## config.mk

```make
export PLATFORM = sky130hd
export DESIGN_NAME = pmr_top
export DESIGN_NICKNAME = d
export VERILOG_FILES = /design/src/hw/pmr_pkg.sv /design/src/hw/pmr_cell.sv /design/src/hw/pmr_top.sv
export VERILOG_INCLUDE_DIRS = /design/src /design/src/hw
export SDC_FILE = /design/constraint.sdc
export NUM_CORES = 1
export LEC_CHECK = 0
export BUFFER_PORTS_ARGS = -buffer_cell sky130_fd_sc_hd__buf_4
export CORE_MARGIN = 4
export CORE_UTILIZATION = 30
export DETAILED_ROUTE_END_ITERATION = 8
export RECOVER_POWER = 100
export SKIP_CTS_REPAIR_TIMING = 1
export SLEW_MARGIN = 40
export SYNTH_ARGS = -nofsm -noshare
export SYNTH_HDL_FRONTEND = slang
export SYNTH_SLANG_ARGS = --single-unit
```

## constraint.sdc

```tcl
create_clock -name pclk -period 3.9 [get_ports pclk]
set_input_delay 0.39 -clock pclk [delete_from_list [all_inputs] [get_ports pclk]]
set_output_delay 0.39 -clock pclk [all_outputs]
set_load 0.02 [all_outputs]
```

## src/hw/pmr_defs.svh

```systemverilog
// Offsets, field positions, widths and reset values of the macrocell register array.
// Assumes nothing of its surroundings; included by the package, the top-level design file and the bench.
`ifndef PMR_DEFS_SVH
`define PMR_DEFS_SVH

`define PMR_NUM_FF        20
`define PMR_NUM_PIN       10
`define PMR_ADDR_W        8
`define PMR_DATA_W        32

`define PMR_OFS_TYPE      8'h00
`define PMR_OFS_CLKSEL    8'h04
`define PMR_OFS_SECURE    8'h08
`define PMR_OFS_STATE     8'h0C
`define PMR_OFS_PINS      8'h10

`define PMR_SECURE_LOCK   0
`define PMR_SECURE_ERASE  1

`define PMR_CFG_RESET     20'h00000
`define PMR_FUSE_ALL      20'hFFFFF
`define PMR_SECURE_SHOWN  2'h1

`endif

```

## src/hw/pmr_pkg.sv

```systemverilog
// Types shared by the macrocell register array and its flip-flop cell.
// Assumes the constants header is on the include path.
`include "pmr_defs.svh"

package pmr_pkg;

  typedef enum logic {PMR_FF_D, PMR_FF_T} pmr_ff_kind_t;

  typedef enum logic {PMR_CLK_TERM, PMR_CLK_PIN} pmr_clk_src_t;

  typedef logic [`PMR_NUM_FF-1:0]  pmr_ff_vec_t;
  typedef logic [`PMR_NUM_PIN-1:0] pmr_pin_vec_t;

endpackage

```

## src/hw/pmr_cell.sv

```systemverilog
// One flip-flop of the array, modelled as a master and a slave stage sampled on pclk.
// Assumes all term inputs are already synchronised to pclk by the instantiating module.
`timescale 1ns/1ps

module pmr_cell (
  input  wire logic                  pclk,
  input  wire logic                  presetn,
  input  wire pmr_pkg::pmr_ff_kind_t kind,
  input  wire pmr_pkg::pmr_clk_src_t clk_src,
  input  wire logic                  sum,
  input  wire logic                  pt_clk,
  input  wire logic                  pin_clk,
  input  wire logic                  rst_term,
  input  wire logic                  preset,
  output logic                       q
);

  logic clk_now;
  logic rise;
  logic clk_lvl_q;
  logic clk_lvl_d;
  logic master_q;
  logic master_d;
  logic slave_q;
  logic slave_d;

  // The master follows its input while the chosen clock is low and the slave takes it on the rising edge.
  always_comb begin
    clk_now   = (clk_src == pmr_pkg::PMR_CLK_PIN) ? pin_clk : pt_clk;
    rise      = clk_now & ~clk_lvl_q;
    clk_lvl_d = clk_now;
    master_d  = master_q;
    slave_d   = slave_q;
    if (rst_term) begin
      master_d = 1'b0;
      slave_d  = 1'b0;
    end else begin
      if (rise) begin
        slave_d = master_q;
      end
      if (!clk_now) begin
        if (preset) begin
          master_d = 1'b1;
        end else if (kind == pmr_pkg::PMR_FF_T) begin
          master_d = slave_q ^ sum;
        end else begin
          master_d = sum;
        end
      end
    end
  end

  always_ff @(posedge pclk or negedge presetn) begin
    if (!presetn) begin
      clk_lvl_q <= 1'b0;
      master_q  <= 1'b0;
      slave_q   <= 1'b0;
    end else begin
      clk_lvl_q <= clk_lvl_d;
      master_q  <= master_d;
      slave_q   <= slave_d;
    end
  end

  assign q = slave_q;
endmodule

```

## src/hw/pmr_top.sv

```systemverilog
// Register layer of a programmable logic device: twenty flip-flops, two per output cell.
// Assumes the product-term array and the pins are outside, asynchronous to pclk, and an APB master.
`timescale 1ns/1ps
`include "pmr_defs.svh"

module pmr_top (
  input  wire logic                         pclk,
  input  wire logic                         presetn,
  input  wire logic                         psel,
  input  wire logic                         penable,
  input  wire logic                         pwrite,
  input  wire logic [`PMR_ADDR_W-1:0]       paddr,
  input  wire logic [`PMR_DATA_W-1:0]       pwdata,
  output logic      [`PMR_DATA_W-1:0]       prdata,
  output logic                              pready,
  output logic                              pslverr,
  input  wire logic [`PMR_NUM_FF-1:0]       sum_term,
  input  wire logic [`PMR_NUM_FF-1:0]       clk_term,
  input  wire logic [`PMR_NUM_FF-1:0]       rst_term,
  input  wire logic                         sync_preset,
  input  wire logic                         pin_clk,
  input  wire logic [`PMR_NUM_PIN-1:0]      oe_term,
  input  wire logic [`PMR_NUM_PIN-1:0]      pin_in,
  output logic      [`PMR_NUM_PIN-1:0]      pin_out,
  output logic      [`PMR_NUM_PIN-1:0]      pin_oe_n,
  output logic      [`PMR_NUM_PIN-1:0]      pin_path,
  output logic      [`PMR_NUM_FF-1:0]       feedback
);

  localparam int SYNC_W = 3 * `PMR_NUM_FF + 2 + 2 * `PMR_NUM_PIN;

  // Every term comes from the array or a pin and is foreign to pclk, so all pass two flip-flops.
  logic [SYNC_W-1:0] sync1_q;
  logic [SYNC_W-1:0] sync2_q;

  always_ff @(posedge pclk or negedge presetn) begin
    if (!presetn) begin
      sync1_q <= '0;
      sync2_q <= '0;
    end else begin
      sync1_q <= {sum_term, clk_term, rst_term, sync_preset, pin_clk, oe_term, pin_in};
      sync2_q <= sync1_q;
    end
  end

  pmr_pkg::pmr_ff_vec_t  sum_s;
  pmr_pkg::pmr_ff_vec_t  clk_s;
  pmr_pkg::pmr_ff_vec_t  rst_s;
  logic                  preset_s;
  logic                  pin_clk_s;
  pmr_pkg::pmr_pin_vec_t oe_s;
  pmr_pkg::pmr_pin_vec_t pin_s;

  assign {sum_s, clk_s, rst_s, preset_s, pin_clk_s, oe_s, pin_s} = sync2_q;

  // Configuration: flip-flop type, clock source and the security fuse.
  pmr_pkg::pmr_ff_vec_t type_q;
  pmr_pkg::pmr_ff_vec_t type_d;
  pmr_pkg::pmr_ff_vec_t clksel_q;
  pmr_pkg::pmr_ff_vec_t clksel_d;
  logic                 secure_q;
  logic                 secure_d;

  logic                 setup_ph;
  logic                 wr_en;
  logic                 hit;
  logic [`PMR_DATA_W-1:0] rd_val;
  logic [`PMR_DATA_W-1:0] prdata_q;
  logic [`PMR_DATA_W-1:0] prdata_d;

  // The slave never stalls; read data is prepared in the setup cycle so prdata leaves a flip-flop.
  assign pready   = 1'b1;
  assign setup_ph = psel & ~penable;
  assign wr_en    = psel & penable & pwrite;

  always_comb begin
    hit = 1'b1;
    unique case (paddr)
      `PMR_OFS_TYPE,
      `PMR_OFS_CLKSEL,
      `PMR_OFS_SECURE,
      `PMR_OFS_STATE,
      `PMR_OFS_PINS: hit = 1'b1;
      default:       hit = 1'b0;
    endcase
  end

  assign pslverr = psel & penable & ~hit;

  // Verify reads of a secured part show every configuration fuse as programmed.
  always_comb begin
    rd_val = '0;
    unique case (paddr)
      `PMR_OFS_TYPE: begin
        rd_val[`PMR_NUM_FF-1:0] = secure_q ? `PMR_FUSE_ALL : type_q;
      end
      `PMR_OFS_CLKSEL: begin
        rd_val[`PMR_NUM_FF-1:0] = secure_q ? `PMR_FUSE_ALL : clksel_q;
      end
      `PMR_OFS_SECURE: begin
        rd_val[1:0] = secure_q ? `PMR_SECURE_SHOWN : 2'h0;
      end
      `PMR_OFS_STATE: begin
        rd_val[`PMR_NUM_FF-1:0] = feedback;
      end
      `PMR_OFS_PINS: begin
        rd_val[`PMR_NUM_PIN-1:0] = pin_path;
      end
      default: begin
        rd_val = '0;
      end
    endcase
  end

  always_comb begin
    type_d   = type_q;
    clksel_d = clksel_q;
    secure_d = secure_q;
    prdata_d = prdata_q;
    if (setup_ph && !pwrite) begin
      prdata_d = rd_val;
    end
    if (wr_en) begin
      unique case (paddr)
        `PMR_OFS_TYPE: begin
          type_d = pwdata[`PMR_NUM_FF-1:0];
        end
        `PMR_OFS_CLKSEL: begin
          clksel_d = pwdata[`PMR_NUM_FF-1:0];
        end
        `PMR_OFS_SECURE: begin
          // Besides presetn, erase is the only way back from a secured part and wipes the pattern with it.
          if (pwdata[`PMR_SECURE_ERASE]) begin
            type_d   = `PMR_CFG_RESET;
            clksel_d = `PMR_CFG_RESET;
            secure_d = 1'b0;
          end else if (pwdata[`PMR_SECURE_LOCK]) begin
            secure_d = 1'b1;
          end
        end
        default: begin
          secure_d = secure_q;
        end
      endcase
    end
  end

  always_ff @(posedge pclk or negedge presetn) begin
    if (!presetn) begin
      type_q   <= `PMR_CFG_RESET;
      clksel_q <= `PMR_CFG_RESET;
      secure_q <= 1'b0;
      prdata_q <= '0;
    end else begin
      type_q   <= type_d;
      clksel_q <= clksel_d;
      secure_q <= secure_d;
      prdata_q <= prdata_d;
    end
  end

  assign prdata = prdata_q;

  // Twenty cells, two per output cell; the even one of each pair drives the pin.
  for (genvar i = 0; i < `PMR_NUM_FF; i++) begin : g_ff
    pmr_cell u_cell (
      .pclk    (pclk),
      .presetn (presetn),
      .kind    (pmr_pkg::pmr_ff_kind_t'(type_q[i])),
      .clk_src (pmr_pkg::pmr_clk_src_t'(clksel_q[i])),
      .sum     (sum_s[i]),
      .pt_clk  (clk_s[i]),
      .pin_clk (pin_clk_s),
      .rst_term(rst_s[i]),
      .preset  (preset_s),
      .q       (feedback[i])
    );
  end

  // Pin side: registered enable, registered dedicated input path.
  pmr_pkg::pmr_pin_vec_t oe_n_q;
  pmr_pkg::pmr_pin_vec_t oe_n_d;
  pmr_pkg::pmr_pin_vec_t path_q;
  pmr_pkg::pmr_pin_vec_t path_d;

  always_comb begin
    oe_n_d = ~oe_s;
    path_d = pin_s;
  end

  always_ff @(posedge pclk or negedge presetn) begin
    if (!presetn) begin
      oe_n_q <= '1;
      path_q <= '0;
    end else begin
      oe_n_q <= oe_n_d;
      path_q <= path_d;
    end
  end

  for (genvar p = 0; p < `PMR_NUM_PIN; p++) begin : g_pin
    assign pin_out[p] = feedback[2*p];
  end

  assign pin_oe_n = oe_n_q;
  assign pin_path = path_q;

  // Edges since reset release, saturating at three. Checks that look three edges back wait for it,
  // because the first samples after release still carry the reset values of the synchronisers.
  logic [1:0] up_cnt_q;
  logic [1:0] up_cnt_d;

  always_comb begin
    up_cnt_d = up_cnt_q;
    if (up_cnt_q != 2'h3) begin
      up_cnt_d = up_cnt_q + 2'h1;
    end
  end

  always_ff @(posedge pclk or negedge presetn) begin
    if (!presetn) begin
      up_cnt_q <= 2'h0;
    end else begin
      up_cnt_q <= up_cnt_d;
    end
  end
endmodule

```

==> tab_implementation.tex, run 1 <==
\begin{tabular}{lr}
\hline
Metric & Value \\
\hline
\multicolumn{2}{l}{\textbf{Status}} \\
\quad Result of the run & finished, violations left \\
\quad Failing checks & capacitance limit, slew limit \\
\multicolumn{2}{l}{\textbf{STA}} \\
\quad Least-Margin Pin Slew & 1.79 ns \\
\quad Setup repair after global routing missed its margin & false \\
\quad Worst hold slack after final layout & 0.0773 ns \\
\quad Max-slew violation count & 200 \\
\quad Final setup violation count & 0 \\
\quad Final count of hold timing violations & 0 \\
\quad Final TNS setup & 0 ns \\
\quad Relative slew slack & -0.190 \\
\quad Worst setup skew after layout & 0.0191 ns \\
\quad Max Freq & 394 MHz \\
\quad Post-layout min period & 2.54 ns \\
\quad Share of the clock period used by the worst path after layout & 0.651 \\
\multicolumn{2}{l}{\textbf{Floorplanning}} \\
\quad Number of rows created at floorplan & 69 \\
\quad Die span in x & 199 um \\
\quad Starting density of the core & 0.307 \\
\quad Core box area & 0.0358 mm2 \\
\quad Die boundary height & 199 um \\
\quad \# IOs & 211 \\
\quad Total Die Area & 0.0398 mm2 \\
\multicolumn{2}{l}{\textbf{Setup path}} \\
\quad Worst Path Required & 3.51 ns \\
\quad Most used cell, CP & sky130\_fd\_sc\_hd\_\_buf\_4 \\
\quad CP Data Arrival Time & 2.15 ns \\
\quad Worst setup SP type & input pin \\
\quad Critical path start-end classification & input pin to output port \\
\quad Cell breakdown of the critical path & buf\_4 > or2\_0 > nand2\_1 > a21oi\_1 > buf\_4 \\
\quad Element type at the critical path end & output port \\
\quad CP max FO & 19 \\
\quad Delay contributed by the slowest stage of the critical path & 0.96 ns \\
\quad Slowest stage cell, crit path & sky130\_fd\_sc\_hd\_\_or2\_0 \\
\multicolumn{2}{l}{\textbf{Layout}} \\
\quad Post-Layout Cell Count & 1,579 \\
\quad Leading cell type in the layout, fill and taps excluded & sky130\_fd\_sc\_hd\_\_dfrtp\_1 \\
\quad Most frequent cells in the layout & sky130\_fd\_sc\_hd\_\_dfrtp\_1, sky130\_fd\_sc\_hd\_\_clkbuf\_1, sky130\_fd\_sc\_hd\_\_dlygate4sd3\_1, sky130\_fd\_sc\_hd\_\_clkbuf\_4, sky130\_fd\_sc\_hd\_\_nand2\_1 \\
\quad Fraction of final layout cells sized beyond drive strength 1 & 0.196 \\
\quad Final net count & 1,220 \\
\quad Final non-filler cell area & 0.0142 mm2 \\
\quad Antenna cells & 0 \\
\quad Layout Area Growth over Synthesis & 29.4\% \\
\multicolumn{2}{l}{\textbf{Logic synthesis}} \\
\quad Share of the yosys chip area belonging to registers & 0.695 \\
\quad Area of the mapped netlist & 0.0110 mm2 \\
\quad Cell count after synthesis & 832 \\
\quad Distinct cell type count of the synthesized netlist & 41 \\
\quad Number of register bits inferred by synthesis & 305 \\
\quad Yosys Warn Count & 0 \\
\quad Synthesized area per cell & 13.2 um2 \\
\multicolumn{2}{l}{\textbf{Routing}} \\
\quad First drt pass iteration count & 4 \\
\quad DRT antenna net count & 0 \\
\quad Detailed-route wire length per cell & 16.8 um \\
\quad Number of vias after detailed routing & 6,853 \\
\quad Total routed wirelength & 26.5 mm \\
\quad Final routed DRC violation total & 0 \\
\quad Number of DRC markers after the initial detailed-route iteration & 267 \\
\quad Drt via density & 4.34 \\
\multicolumn{2}{l}{\textbf{GRT}} \\
\quad GR met1 Demand/Resource & 0.178 \\
\quad M3 GR Usage & 0.0292 \\
\quad First-pass GRT wire length & 39.3 mm \\
\quad Global routing met2 resource utilization & 0.199 \\
\quad GR Util All Layers & 0.130 \\
\quad Maximum number of pins on one net before global-route repair & 93 \\
\quad Initial antenna violation count & 0 \\
\quad Via count of the first global-routing pass & 6,817 \\
\quad Global routing's busiest layer & met2 \\
\quad Remaining global-route overflow & 0 \\
\multicolumn{2}{l}{\textbf{Clock tree}} \\
\quad Insertion delay to the later sink of the worst-skew pair & 0.53 ns \\
\quad CTS HTree Levels & 2 \\
\quad TritonCTS clock tree & built \\
\quad Clock Tree Buf Depth & 3 \\
\quad CTS buffer count & 34 \\
\quad Clock-pin slew of the registers on the worst-case setup and hold paths & 0.06 ns \\
\quad CTS Root Cell & sky130\_fd\_sc\_hd\_\_clkbuf\_16 \\
\quad Clock tree sinks & 305 \\
\multicolumn{2}{l}{\textbf{Job}} \\
\quad Total of max-cap violations & 6 \\
\multicolumn{2}{l}{\textbf{Pwr}} \\
\quad Power per standard cell area & 500 mW/mm2 \\
\quad Static leakage & 6.44 nW \\
\quad Worst IR drop on VDD & 0.407 mV \\
\multicolumn{2}{l}{\textbf{Place}} \\
\quad Placed wire-length estimate & 17.4 mm \\
\quad Area after DPL & 0.0127 mm2 \\
\quad Cells after DPL & 1,434 \\
\quad RD Place Congestion & 0.770 \\
\quad Count of buffers inserted at the top-level ports & 185 \\
\multicolumn{2}{l}{\textbf{Hold path}} \\
\quad Worst hold-check path type & input pin to flip-flop \\
\hline
\end{tabular}
[final timing paths]
path	cells after the start	slack (ns)	to	from
worst max-delay path	5	1.36	pslverr	paddr[3]
worst min-delay path	2	0.08	secure_q	pwdata[1]
worst max register to register	4	1.48	g_ff[15].u_cell.q	sync2_q[20]
worst min register to register	0	0.34	sync2_q[79]	sync1_q[79]
max in group asynchronous	3	1.46	prdata[17]	presetn
min in group asynchronous	2	0.45	sync1_q[10]	presetn
[cells in the mapped netlist]
cell,n,area share
sky130_fd_sc_hd__a21bo_2,1,0.00091
sky130_fd_sc_hd__a21oi_1,23,0.010
sky130_fd_sc_hd__a22oi_1,8,0.0055
sky130_fd_sc_hd__a31oi_1,3,0.0017
sky130_fd_sc_hd__and2_1,2,0.0011
sky130_fd_sc_hd__and2_2,18,0.012
sky130_fd_sc_hd__and2b_2,1,0.00080
sky130_fd_sc_hd__and3_2,2,0.0014
sky130_fd_sc_hd__buf_2,2,0.00091
sky130_fd_sc_hd__buf_4,44,0.030
sky130_fd_sc_hd__buf_6,5,0.0051
sky130_fd_sc_hd__clkbuf_1,17,0.0058
sky130_fd_sc_hd__conb_1,2,0.00068
sky130_fd_sc_hd__dfrtp_1,295,0.67
sky130_fd_sc_hd__dfstp_2,10,0.024
sky130_fd_sc_hd__inv_1,32,0.011
sky130_fd_sc_hd__mux2_4,40,0.055
sky130_fd_sc_hd__mux2i_1,20,0.018
sky130_fd_sc_hd__nand2_1,73,0.025
sky130_fd_sc_hd__nand2b_1,1,0.00057
sky130_fd_sc_hd__nand3_1,11,0.0050
sky130_fd_sc_hd__nand3_2,3,0.0027
sky130_fd_sc_hd__nor2_1,64,0.022
sky130_fd_sc_hd__nor2_4,1,0.0010
sky130_fd_sc_hd__nor2b_1,2,0.0011
sky130_fd_sc_hd__nor3_1,43,0.020
sky130_fd_sc_hd__nor3b_1,1,0.00068
sky130_fd_sc_hd__nor4_1,1,0.00057
sky130_fd_sc_hd__nor4_4,3,0.0058
sky130_fd_sc_hd__nor4b_1,1,0.00080
sky130_fd_sc_hd__o2111ai_1,1,0.00080
sky130_fd_sc_hd__o21ai_0,58,0.026
sky130_fd_sc_hd__o2bb2ai_1,10,0.0080
sky130_fd_sc_hd__or2_1,1,0.00057
sky130_fd_sc_hd__or2_2,1,0.00057
sky130_fd_sc_hd__or2b_2,1,0.00080
sky130_fd_sc_hd__or3_1,8,0.0045
sky130_fd_sc_hd__or3_2,1,0.00068
sky130_fd_sc_hd__or3b_1,1,0.00080
sky130_fd_sc_hd__or4_4,1,0.0010
sky130_fd_sc_hd__xnor2_1,20,0.016
[layout make-up]
type	count	area (um2)
well taps	461	577
flip-flops and latches	305	7640
inverters	32	120
multi-input cells	438	2680
clock buffers	48	985
clock inverters	13	194
fillers	3410	21600
repair buffers	282	2030
[cells by family (layout without fill, tap and decap cells)]
kind of cell / Yosys count / in the layout / synth area share
buffers and inverters: 100 / 375 / 0.0528
flip-flops: 305 / 305 / 0.695
AO/OA/AOI/OAI: 104 / 104 / 0.0537
other: 2 / 13 / 0.000683
multiplexers: 60 / 60 / 0.0728
XOR/XNOR: 20 / 20 / 0.0159
AND/OR/NAND/NOR: 241 / 241 / 0.109
[where the power goes]
part / internal (mW) / switching, mW / total (mW) / leakage [nW]
Sequential: 3.31 / 0.0717 / 3.38 / 3.74
Combinational: 0.197 / 0.241 / 0.438 / 2.12
Clock: 2.04 / 1.25 / 3.29 / 0.577
Total: 5.55 / 1.57 / 7.11 / 6.44
[flip-flops by register name, summed over array words and instances (netlist names), 10 cells and up]
name,flops
pin_oe_n,10
clksel_q,20
sync2_q,82
sync1_q,82
type_q,20
g_ff.u_cell.q,20
g_ff.u_cell.clk_lvl_q,20
prdata,20
g_ff.u_cell.master_q,20
pin_path,10
[through the flow]
| stage | total power, mW | utilization | setup slack [ns] |
|---|---|---|---|
| 6_report | 7.11 | 0.397 | 1.36 |
| 5_1_grt | 7.44 | 0.397 | 0.945 |
| 4_1_cts | 7.22 | 0.386 | 1.67 |
| 3_5_place_dp | 3.86 | 0.354 | 1.48 |
| 3_3_place_gp | 3.85 | 0.353 | 1.49 |
| 2_1_floorplan | 3.62 | - | 1.95 |
[per-layer routing]
metal	wire, um	up-vias
met1	11600	3386
met3	1600	45
met2	12400	190
met4	798	0
met5	0	-
li1	-	3232
[worst max-delay path: cells and delay by family]
| family | cells | cell delay, ns |
|---|---|---|
| compound gates | 1 | 0.25 |
| buf+inv | 2 | 0.41 |
| simple gates | 2 | 1.10 |
No activity file was read; power rests on OpenSTA's default activity.
==> run 2, diff against run 1 <==
--- a/config.mk
+++ b/config.mk
@@ -6,6 +6,7 @@
 export SDC_FILE = /design/constraint.sdc
 export NUM_CORES = 1
 export LEC_CHECK = 0
+export ABC_AREA = 1
 export BUFFER_PORTS_ARGS = -buffer_cell sky130_fd_sc_hd__buf_4
 export CORE_MARGIN = 4
 export CORE_UTILIZATION = 30
==> constraint.sdc (replaced) <==
create_clock -name pclk -period 2.1 [get_ports pclk]
set_input_delay 0.21 -clock pclk [delete_from_list [all_inputs] [get_ports pclk]]
set_output_delay 0.21 -clock pclk [all_outputs]
set_load 0.02 [all_outputs]
==> tab_implementation.tex, run 2 <==
\begin{tabular}{lr}
\hline
Metric & Value \\
\hline
\multicolumn{2}{l}{\textbf{Pwr}} \\
\quad Power per standard cell area & 912 mW/mm2 (+83\%) \\
\quad Worst IR drop on VDD & 0.623 mV (+53\%) \\
\quad Static leakage & 7.03 nW (+9.2\%) \\
\multicolumn{2}{l}{\textbf{Layout}} \\
\quad Leading cell type in the layout, fill and taps excluded & sky130\_fd\_sc\_hd\_\_dfrtp\_1 \\
\quad Fraction of final layout cells sized beyond drive strength 1 & 0.171 (-0.0246) \\
\quad Final non-filler cell area & 0.0146 mm2 (+2.4\%) \\
\quad Final net count & 1,440 (+18\%) \\
\quad Layout Area Growth over Synthesis & 32.2\% \\
\quad Most frequent cells in the layout & sky130\_fd\_sc\_hd\_\_dfrtp\_1, sky130\_fd\_sc\_hd\_\_nand2\_1, sky130\_fd\_sc\_hd\_\_inv\_1, sky130\_fd\_sc\_hd\_\_dlygate4sd3\_1, sky130\_fd\_sc\_hd\_\_clkbuf\_1 \\
\quad Antenna cells & 0 (unchanged) \\
\quad Regs by FF count & sync1\_q: 82 flops, sync2\_q: 82 flops \\
\multicolumn{2}{l}{\textbf{Place}} \\
\quad RD Place Congestion & 0.774 (+0.44\%) \\
\quad Placed wire-length estimate & 19.3 mm (+11\%) \\
\quad Area after DPL & 0.0129 mm2 (+2.0\%) \\
\quad Count of buffers inserted at the top-level ports & 185 (unchanged) \\
\multicolumn{2}{l}{\textbf{Clock tree}} \\
\quad CTS buffer count & 34 (unchanged) \\
\quad CTS Root Cell & sky130\_fd\_sc\_hd\_\_clkbuf\_16 \\
\quad Insertion delay to the later sink of the worst-skew pair & 0.54 ns (about the same) \\
\quad Clock tree sinks & 305 (unchanged) \\
\quad CTS HTree Levels & 2 (unchanged) \\
\quad TritonCTS clock tree & built \\
\quad Clock-pin slew of the registers on the worst-case setup and hold paths & 0.06 ns (about the same) \\
\quad Clock Tree Buf Depth & 3 (unchanged) \\
\multicolumn{2}{l}{\textbf{Routing}} \\
\quad DRT antenna net count & 0 (unchanged) \\
\quad Drt via density & 4.38 (+0.90\%) \\
\quad Final routed DRC violation total & 0 (unchanged) \\
\quad Detailed-route wire length per cell & 16.1 um (-4.2\%) \\
\quad Number of DRC markers after the initial detailed-route iteration & 389 (+46\%) \\
\quad Number of vias after detailed routing & 7,874 (+15\%) \\
\quad First drt pass iteration count & 5 (+1) \\
\quad Total routed wirelength & 28.9 mm (+9.1\%) \\
\multicolumn{2}{l}{\textbf{Logic synthesis}} \\
\quad Cell count after synthesis & 1,035 (+24\%) \\
\quad Most frequent cell after synthesis & sky130\_fd\_sc\_hd\_\_dfrtp\_1 \\
\quad Number of register bits inferred by synthesis & 305 (unchanged) \\
\quad Yosys Warn Count & 0 (unchanged) \\
\quad Area of the mapped netlist & 0.0110 mm2 (+0.19\%) \\
\quad Fraction of the mapped netlist area in simple logic gates & 0.163 (+0.0538) \\
\quad Async set or reset register ratio after synthesis & 1.00 (unchanged) \\
\quad Distinct cell type count of the synthesized netlist & 29 (-29\%) \\
\quad Share of cell area taken by muxes after synthesis & 0 (-0.0728) \\
\quad Post-synth top area cell & sky130\_fd\_sc\_hd\_\_dfrtp\_1 \\
\quad Synthesized area per cell & 10.6 um2 (-19\%) \\
\quad Area share of the largest cell type after synthesis & 0.670 (-0.00130) \\
\quad Ys flop type & sky130\_fd\_sc\_hd\_\_dfrtp\_1 \\
\quad Most used standard cells in the synthesized netlist & sky130\_fd\_sc\_hd\_\_dfrtp\_1, sky130\_fd\_sc\_hd\_\_nand2\_1, sky130\_fd\_sc\_hd\_\_inv\_1 \\
\quad Share of the yosys chip area belonging to registers & 0.694 (-0.00134) \\
\quad Area contributors post-synth & sky130\_fd\_sc\_hd\_\_dfrtp\_1, sky130\_fd\_sc\_hd\_\_nand2\_1, sky130\_fd\_sc\_hd\_\_inv\_1 \\
\quad Combinational family with the most area after synthesis & simple AND/OR/NAND/NOR gates \\
\quad EDFF count, synth & 0 (unchanged) \\
\quad Post-synthesis adder-cell area fraction & 0 (unchanged) \\
\quad Share of the synthesized area in compound gates (AO/OA/AOI/OAI) & 0.0620 (+0.00830) \\
\quad Xor-xnor portion of the synthesized cell area & 0.00238 (-0.0135) \\
\multicolumn{2}{l}{\textbf{Setup path}} \\
\quad Worst Path Required & 2.56 ns (-0.95 ns) \\
\quad Delay contributed by the slowest stage of the critical path & 0.53 ns (-0.43 ns) \\
\quad Most used cell, CP & sky130\_fd\_sc\_hd\_\_nand2\_1 \\
\quad Element type at the critical path end & flip-flop \\
\quad CP max FO & 23 (+4) \\
\quad Critical path start-end classification & flip-flop to flip-flop \\
\quad Slowest stage cell, crit path & sky130\_fd\_sc\_hd\_\_clkinv\_1 \\
\quad Cell breakdown of the critical path & clkbuf\_2 > clkinv\_1 > nand2\_1 > nand2\_1 > nand4\_1 > nand2\_1 > nand2\_1 \\
\quad CP Data Arrival Time & 2.30 ns (+0.15 ns) \\
\quad Worst setup SP type & flip-flop \\
\multicolumn{2}{l}{\textbf{Floorplanning}} \\
\quad Core box area & 0.0359 mm2 (+0.24\%) \\
\quad \# IOs & 211 (unchanged) \\
\quad Total Die Area & 0.0399 mm2 (+0.19\%) \\
\quad Die span in x & 200 um (about the same) \\
\quad Starting density of the core & 0.307 (about the same) \\
\quad Die boundary height & 200 um (about the same) \\
\quad Number of rows created at floorplan & 69 (unchanged) \\
\multicolumn{2}{l}{\textbf{STA}} \\
\quad Share of the clock period used by the worst path after layout & 0.875 \\
\quad Max-slew violation count & 0 (-100\%) \\
\quad Post-layout min period & 1.84 ns \\
\quad Setup repair after global routing missed its margin & false \\
\quad Max Freq & 544 MHz \\
\quad Worst setup skew after layout & 0.0256 ns (+0.00652 ns) \\
\quad Final TNS setup & 0 ns (unchanged) \\
\quad Least-Margin Pin Slew & 1.08 ns (-0.708 ns) \\
\quad Final setup violation count & 0 (unchanged) \\
\quad Final count of hold timing violations & 0 (unchanged) \\
\quad Relative slew slack & 0.282 (+0.472) \\
\multicolumn{2}{l}{\textbf{Job}} \\
\quad Total of max-cap violations & 0 (-6) \\
\multicolumn{2}{l}{\textbf{GRT}} \\
\quad Maximum number of pins on one net before global-route repair & 69 (-26\%) \\
\quad Via count of the first global-routing pass & 7,602 (+12\%) \\
\quad First-pass GRT wire length & 42.8 mm (+9.0\%) \\
\quad Initial antenna violation count & 0 (unchanged) \\
\quad Remaining global-route overflow & 0 (unchanged) \\
\quad GR Util All Layers & 0.142 (+0.0118) \\
\multicolumn{2}{l}{\textbf{Hold path}} \\
\quad Worst hold-check path type & input pin to flip-flop \\
\multicolumn{2}{l}{\textbf{Status}} \\
\quad Result of the run & finished, final reports clean \\
\hline
\end{tabular}
-- run 2: worst paths after layout --
check / startpoint / end / slack [ns] / depth (start not counted)
setup reg to reg: secure_q / prdata[1] / 0.26 / 7
setup / recovery: secure_q / prdata[1] / 0.26 / 7
max in group asynchronous: presetn / sync1_q[20] / 0.43 / 3
min in group asynchronous: presetn / sync2_q[0] / 0.44 / 2
hold reg to reg: sync1_q[44] / sync2_q[44] / 0.34 / 0
hold / removal: pwdata[4] / clksel_q[4] / 0.01 / 5
-- run 2: cell type report --
| type | count | area (um2) |
|---|---|---|
| multi-input cells | 565 | 2560 |
| well taps | 461 | 577 |
| clock buffers | 44 | 970 |
| inverters | 103 | 387 |
| flip-flops and latches | 305 | 7640 |
| fillers | 3495 | 21300 |
| clock inverters | 16 | 214 |
| repair buffers | 304 | 2210 |
-- run 2: critical path, delay by kind of cell (launching register included) --
kind | cells | cell delay (ns)
buf+inv | 2 | 1.03
simple gates | 5 | 0.40
flops | 1 | 0.34
-- run 2: where the power goes --
part	total (mW)	switching, mW	internal, mW
sequential	6.28	0.126	6.16
clock	6.16	2.39	3.78
combinational	0.851	0.484	0.367
-- run 2: routing by layer --
metal | share of wire | routed length (um) | vias up | global-route usage
li1 | - | - | 3783 | -
met4 | 0.025 | 731 | 0 | 0.0569
met1 | 0.42 | 12100 | 3810 | 0.184
met2 | 0.49 | 14100 | 235 | 0.227
met3 | 0.069 | 1990 | 46 | 0.0384
met5 | 0 | 0 | - | 0
-- run 2: kinds of logic after synthesis --
group,count (synthesis)
AND/OR/NAND/NOR,431
flip-flops,305
buffers and inverters,176
AO/OA/AOI/OAI,118
XOR/XNOR,3
other,2
-- run 2: metrics by stage --
step	setup slack (ns)	hold WS (ns)	total power, mW	cells	utilization
final	0.262	0.0106	13.3	1798	0.406
after global routing	0.133	0.00452	13.9	1798	0.406
after CTS	0.352	-0.335	13.5	1713	0.393
after detailed placement	0.247	0.256	7.20	1653	0.360
after global placement	0.308	0.248	7.18	1653	0.360
after floorplan	0.861	-0.0856	6.71	1046	-
==> run 3, diff against run 2 <==
--- a/config.mk
+++ b/config.mk
@@ -9,11 +9,13 @@
 export ABC_AREA = 1
 export BUFFER_PORTS_ARGS = -buffer_cell sky130_fd_sc_hd__buf_4
 export CORE_MARGIN = 4
-export CORE_UTILIZATION = 30
+export CORE_UTILIZATION = 49
 export DETAILED_ROUTE_END_ITERATION = 8
+export PLACE_DENSITY = 0.75
 export RECOVER_POWER = 100
 export SKIP_CTS_REPAIR_TIMING = 1
 export SLEW_MARGIN = 40
 export SYNTH_ARGS = -nofsm -noshare
 export SYNTH_HDL_FRONTEND = slang
 export SYNTH_SLANG_ARGS = --single-unit
+export TNS_END_PERCENT = 5
==> tab_implementation.tex, run 3 (synthesis results as in run 2) <==
\begin{tabular}{lr}
\hline
Metric & Value \\
\hline
\multicolumn{2}{l}{\textbf{Setup path}} \\
\quad CP max FO & 13 (-43\%) \\
\quad Element type at the critical path end & flip-flop \\
\quad CP Data Arrival Time & 2.22 ns (-0.08 ns) \\
\quad Critical path start-end classification & flip-flop to flip-flop \\
\quad Worst setup SP type & flip-flop \\
\quad Worst Path Required & 2.55 ns (about the same) \\
\multicolumn{2}{l}{\textbf{STA}} \\
\quad Least-Margin Pin Slew & 1.07 ns (-0.00498 ns) \\
\quad Final TNS setup & 0 ns (unchanged) \\
\quad Share of the clock period used by the worst path after layout & 0.840 (-0.0355) \\
\quad Final setup violation count & 0 (unchanged) \\
\quad Worst setup skew after layout & 0.0181 ns (-0.00746 ns) \\
\quad Max Freq & 567 MHz (+4.2\%) \\
\quad Max-slew violation count & 0 (unchanged) \\
\quad Post-layout min period & 1.76 ns (-0.0746 ns) \\
\quad Setup repair after global routing missed its margin & false \\
\quad Final count of hold timing violations & 0 (unchanged) \\
\quad Relative slew slack & 0.285 (+0.00332) \\
\multicolumn{2}{l}{\textbf{Place}} \\
\quad Placed wire-length estimate & 16.9 mm (-13\%) \\
\quad Area after DPL & 0.0126 mm2 (-2.8\%) \\
\quad RD Place Congestion & 0.853 (+10\%) \\
\quad Count of buffers inserted at the top-level ports & 185 (unchanged) \\
\multicolumn{2}{l}{\textbf{Layout}} \\
\quad Fraction of final layout cells sized beyond drive strength 1 & 0.165 (-0.00613) \\
\quad Most frequent cells in the layout & sky130\_fd\_sc\_hd\_\_dfrtp\_1, sky130\_fd\_sc\_hd\_\_nand2\_1, sky130\_fd\_sc\_hd\_\_inv\_1, sky130\_fd\_sc\_hd\_\_dlygate4sd3\_1, sky130\_fd\_sc\_hd\_\_clkbuf\_4 \\
\quad Regs by FF count & sync1\_q: 82 flops, sync2\_q: 82 flops \\
\quad Leading cell type in the layout, fill and taps excluded & sky130\_fd\_sc\_hd\_\_dfrtp\_1 \\
\quad Layout Area Growth over Synthesis & 28.5\% \\
\quad Final-layout fill cell count & 1,708 (-51\%) \\
\quad Final non-filler cell area & 0.0142 mm2 (-2.8\%) \\
\quad Final net count & 1,423 (-1.2\%) \\
\quad Flip-flop and latch area & 0.00765 mm2 (about the same) \\
\quad Total area of multi-input combinational cells & 0.00256 mm2 (unchanged) \\
\multicolumn{2}{l}{\textbf{Clock tree}} \\
\quad Clock-pin slew of the registers on the worst-case setup and hold paths & 0.06 ns (about the same) \\
\quad Insertion delay to the later sink of the worst-skew pair & 0.55 ns (about the same) \\
\quad CTS HTree Levels & 1 (-1) \\
\quad CTS buffer count & 31 (-8.8\%) \\
\quad Clock tree sinks & 305 (unchanged) \\
\quad Clock Tree Buf Depth & 3 (unchanged) \\
\quad CTS Root Cell & sky130\_fd\_sc\_hd\_\_clkbuf\_16 \\
\quad TritonCTS clock tree & built \\
\multicolumn{2}{l}{\textbf{Routing}} \\
\quad Detailed-route wire length per cell & 16.2 um (+0.87\%) \\
\quad First drt pass iteration count & 5 (unchanged) \\
\quad Final routed DRC violation total & 0 (unchanged) \\
\quad Number of vias after detailed routing & 7,949 (+0.95\%) \\
\quad Drt via density & 4.97 (+13\%) \\
\quad Total routed wirelength & 25.9 mm (-10\%) \\
\quad Number of DRC markers after the initial detailed-route iteration & 519 (+33\%) \\
\quad DRT antenna net count & 0 (unchanged) \\
\multicolumn{2}{l}{\textbf{Pwr}} \\
\quad Post-layout power & 12.9 mW (-2.8\%) \\
\quad Power per standard cell area & 912 mW/mm2 (about the same) \\
\quad Worst IR drop on VDD & 0.660 mV (+6.0\%) \\
\quad Static leakage & 6.92 nW (-1.6\%) \\
\multicolumn{2}{l}{\textbf{Status}} \\
\quad Result of the run & finished, final reports clean \\
\multicolumn{2}{l}{\textbf{Floorplanning}} \\
\quad Starting density of the core & 0.502 (+0.195) \\
\quad Total Die Area & 0.0250 mm2 (-37\%) \\
\quad Number of rows created at floorplan & 54 (-22\%) \\
\quad Die boundary height & 158 um (-21\%) \\
\quad Core box area & 0.0220 mm2 (-39\%) \\
\quad \# IOs & 211 (unchanged) \\
\quad Die span in x & 158 um (-21\%) \\
\multicolumn{2}{l}{\textbf{GRT}} \\
\quad Via count of the first global-routing pass & 7,676 (+0.97\%) \\
\quad First-pass GRT wire length & 38.9 mm (-9.1\%) \\
\quad Remaining global-route overflow & 0 (unchanged) \\
\quad Maximum number of pins on one net before global-route repair & 63 (-8.7\%) \\
\quad Initial antenna violation count & 1 (+1) \\
\quad GR Util All Layers & 0.199 (+0.0569) \\
\multicolumn{2}{l}{\textbf{Hold path}} \\
\quad Worst hold-check path type & input pin to flip-flop \\
\multicolumn{2}{l}{\textbf{Job}} \\
\quad Total of max-cap violations & 0 (unchanged) \\
\hline
\end{tabular}
[run 3: layout make-up]
| class | instances | share of cell area |
|---|---|---|
| timing repair buffer | 290 | 0.149 |
| clock buffer | 41 | 0.0617 |
| antenna | 1 | 0.000177 |
| tap | 280 | 0.0247 |
| inverter | 103 | 0.0273 |
| clock inverter | 16 | 0.0163 |
| multi-input combinational | 565 | 0.181 |
| sequential | 305 | 0.540 |
[run 3: report_power, final]
part,switching [mW],total (mW),internal [mW]
clock,2.26,5.81,3.55
combinational,0.473,0.830,0.357
sequential,0.129,6.28,6.15
total,2.87,12.9,10.1
[run 3: final timing paths]
kind | start | cells past startpoint | slack, ns | to
worst max-delay path | sync2_q[20] | 7 | 0.34 | g_ff[6].u_cell.q
worst min-delay path | pwdata[14] | 5 | 0.002 | clksel_q[14]
worst max register to register | sync2_q[20] | 7 | 0.34 | g_ff[6].u_cell.q
worst min register to register | sync1_q[21] | 0 | 0.34 | sync2_q[21]
max in group asynchronous | presetn | 3 | 0.56 | sync1_q[21]
min in group asynchronous | presetn | 2 | 0.16 | sync1_q[10]
[run 3: layer usage]
layer | global-route usage | wire length [um] | vias to the layer above
met5 | 0 | 0 | -
li1 | - | - | 3758
met3 | 0.0350 | 1620 | 80
met2 | 0.326 | 12800 | 282
met4 | 0.0861 | 1140 | 0
met1 | 0.263 | 10400 | 3829
[run 3: per-stage QoR]
stage | std cells | hold slack, ns | utilization | setup WS [ns]
2_1_floorplan | 1046 | -0.0856 | - | 0.861
3_3_place_gp | 1459 | 0.153 | 0.572 | 0.127
3_5_place_dp | 1459 | 0.153 | 0.572 | 0.294
4_1_cts | 1516 | -0.433 | 0.622 | 0.336
5_1_grt | 1601 | 0.0101 | 0.645 | 0.218
6_report | 1601 | 0.00239 | 0.645 | 0.337
[run 3: worst max-delay path, cell delays in order, from the launching register on]
cell	delay, ns
sky130_fd_sc_hd__dfrtp_1	0.35
sky130_fd_sc_hd__inv_1	0.50
sky130_fd_sc_hd__buf_4	0.32
sky130_fd_sc_hd__nand2_1	0.07
sky130_fd_sc_hd__o21a_1	0.13
sky130_fd_sc_hd__inv_1	0.07
sky130_fd_sc_hd__o21ai_0	0.08
sky130_fd_sc_hd__o22ai_1	0.13
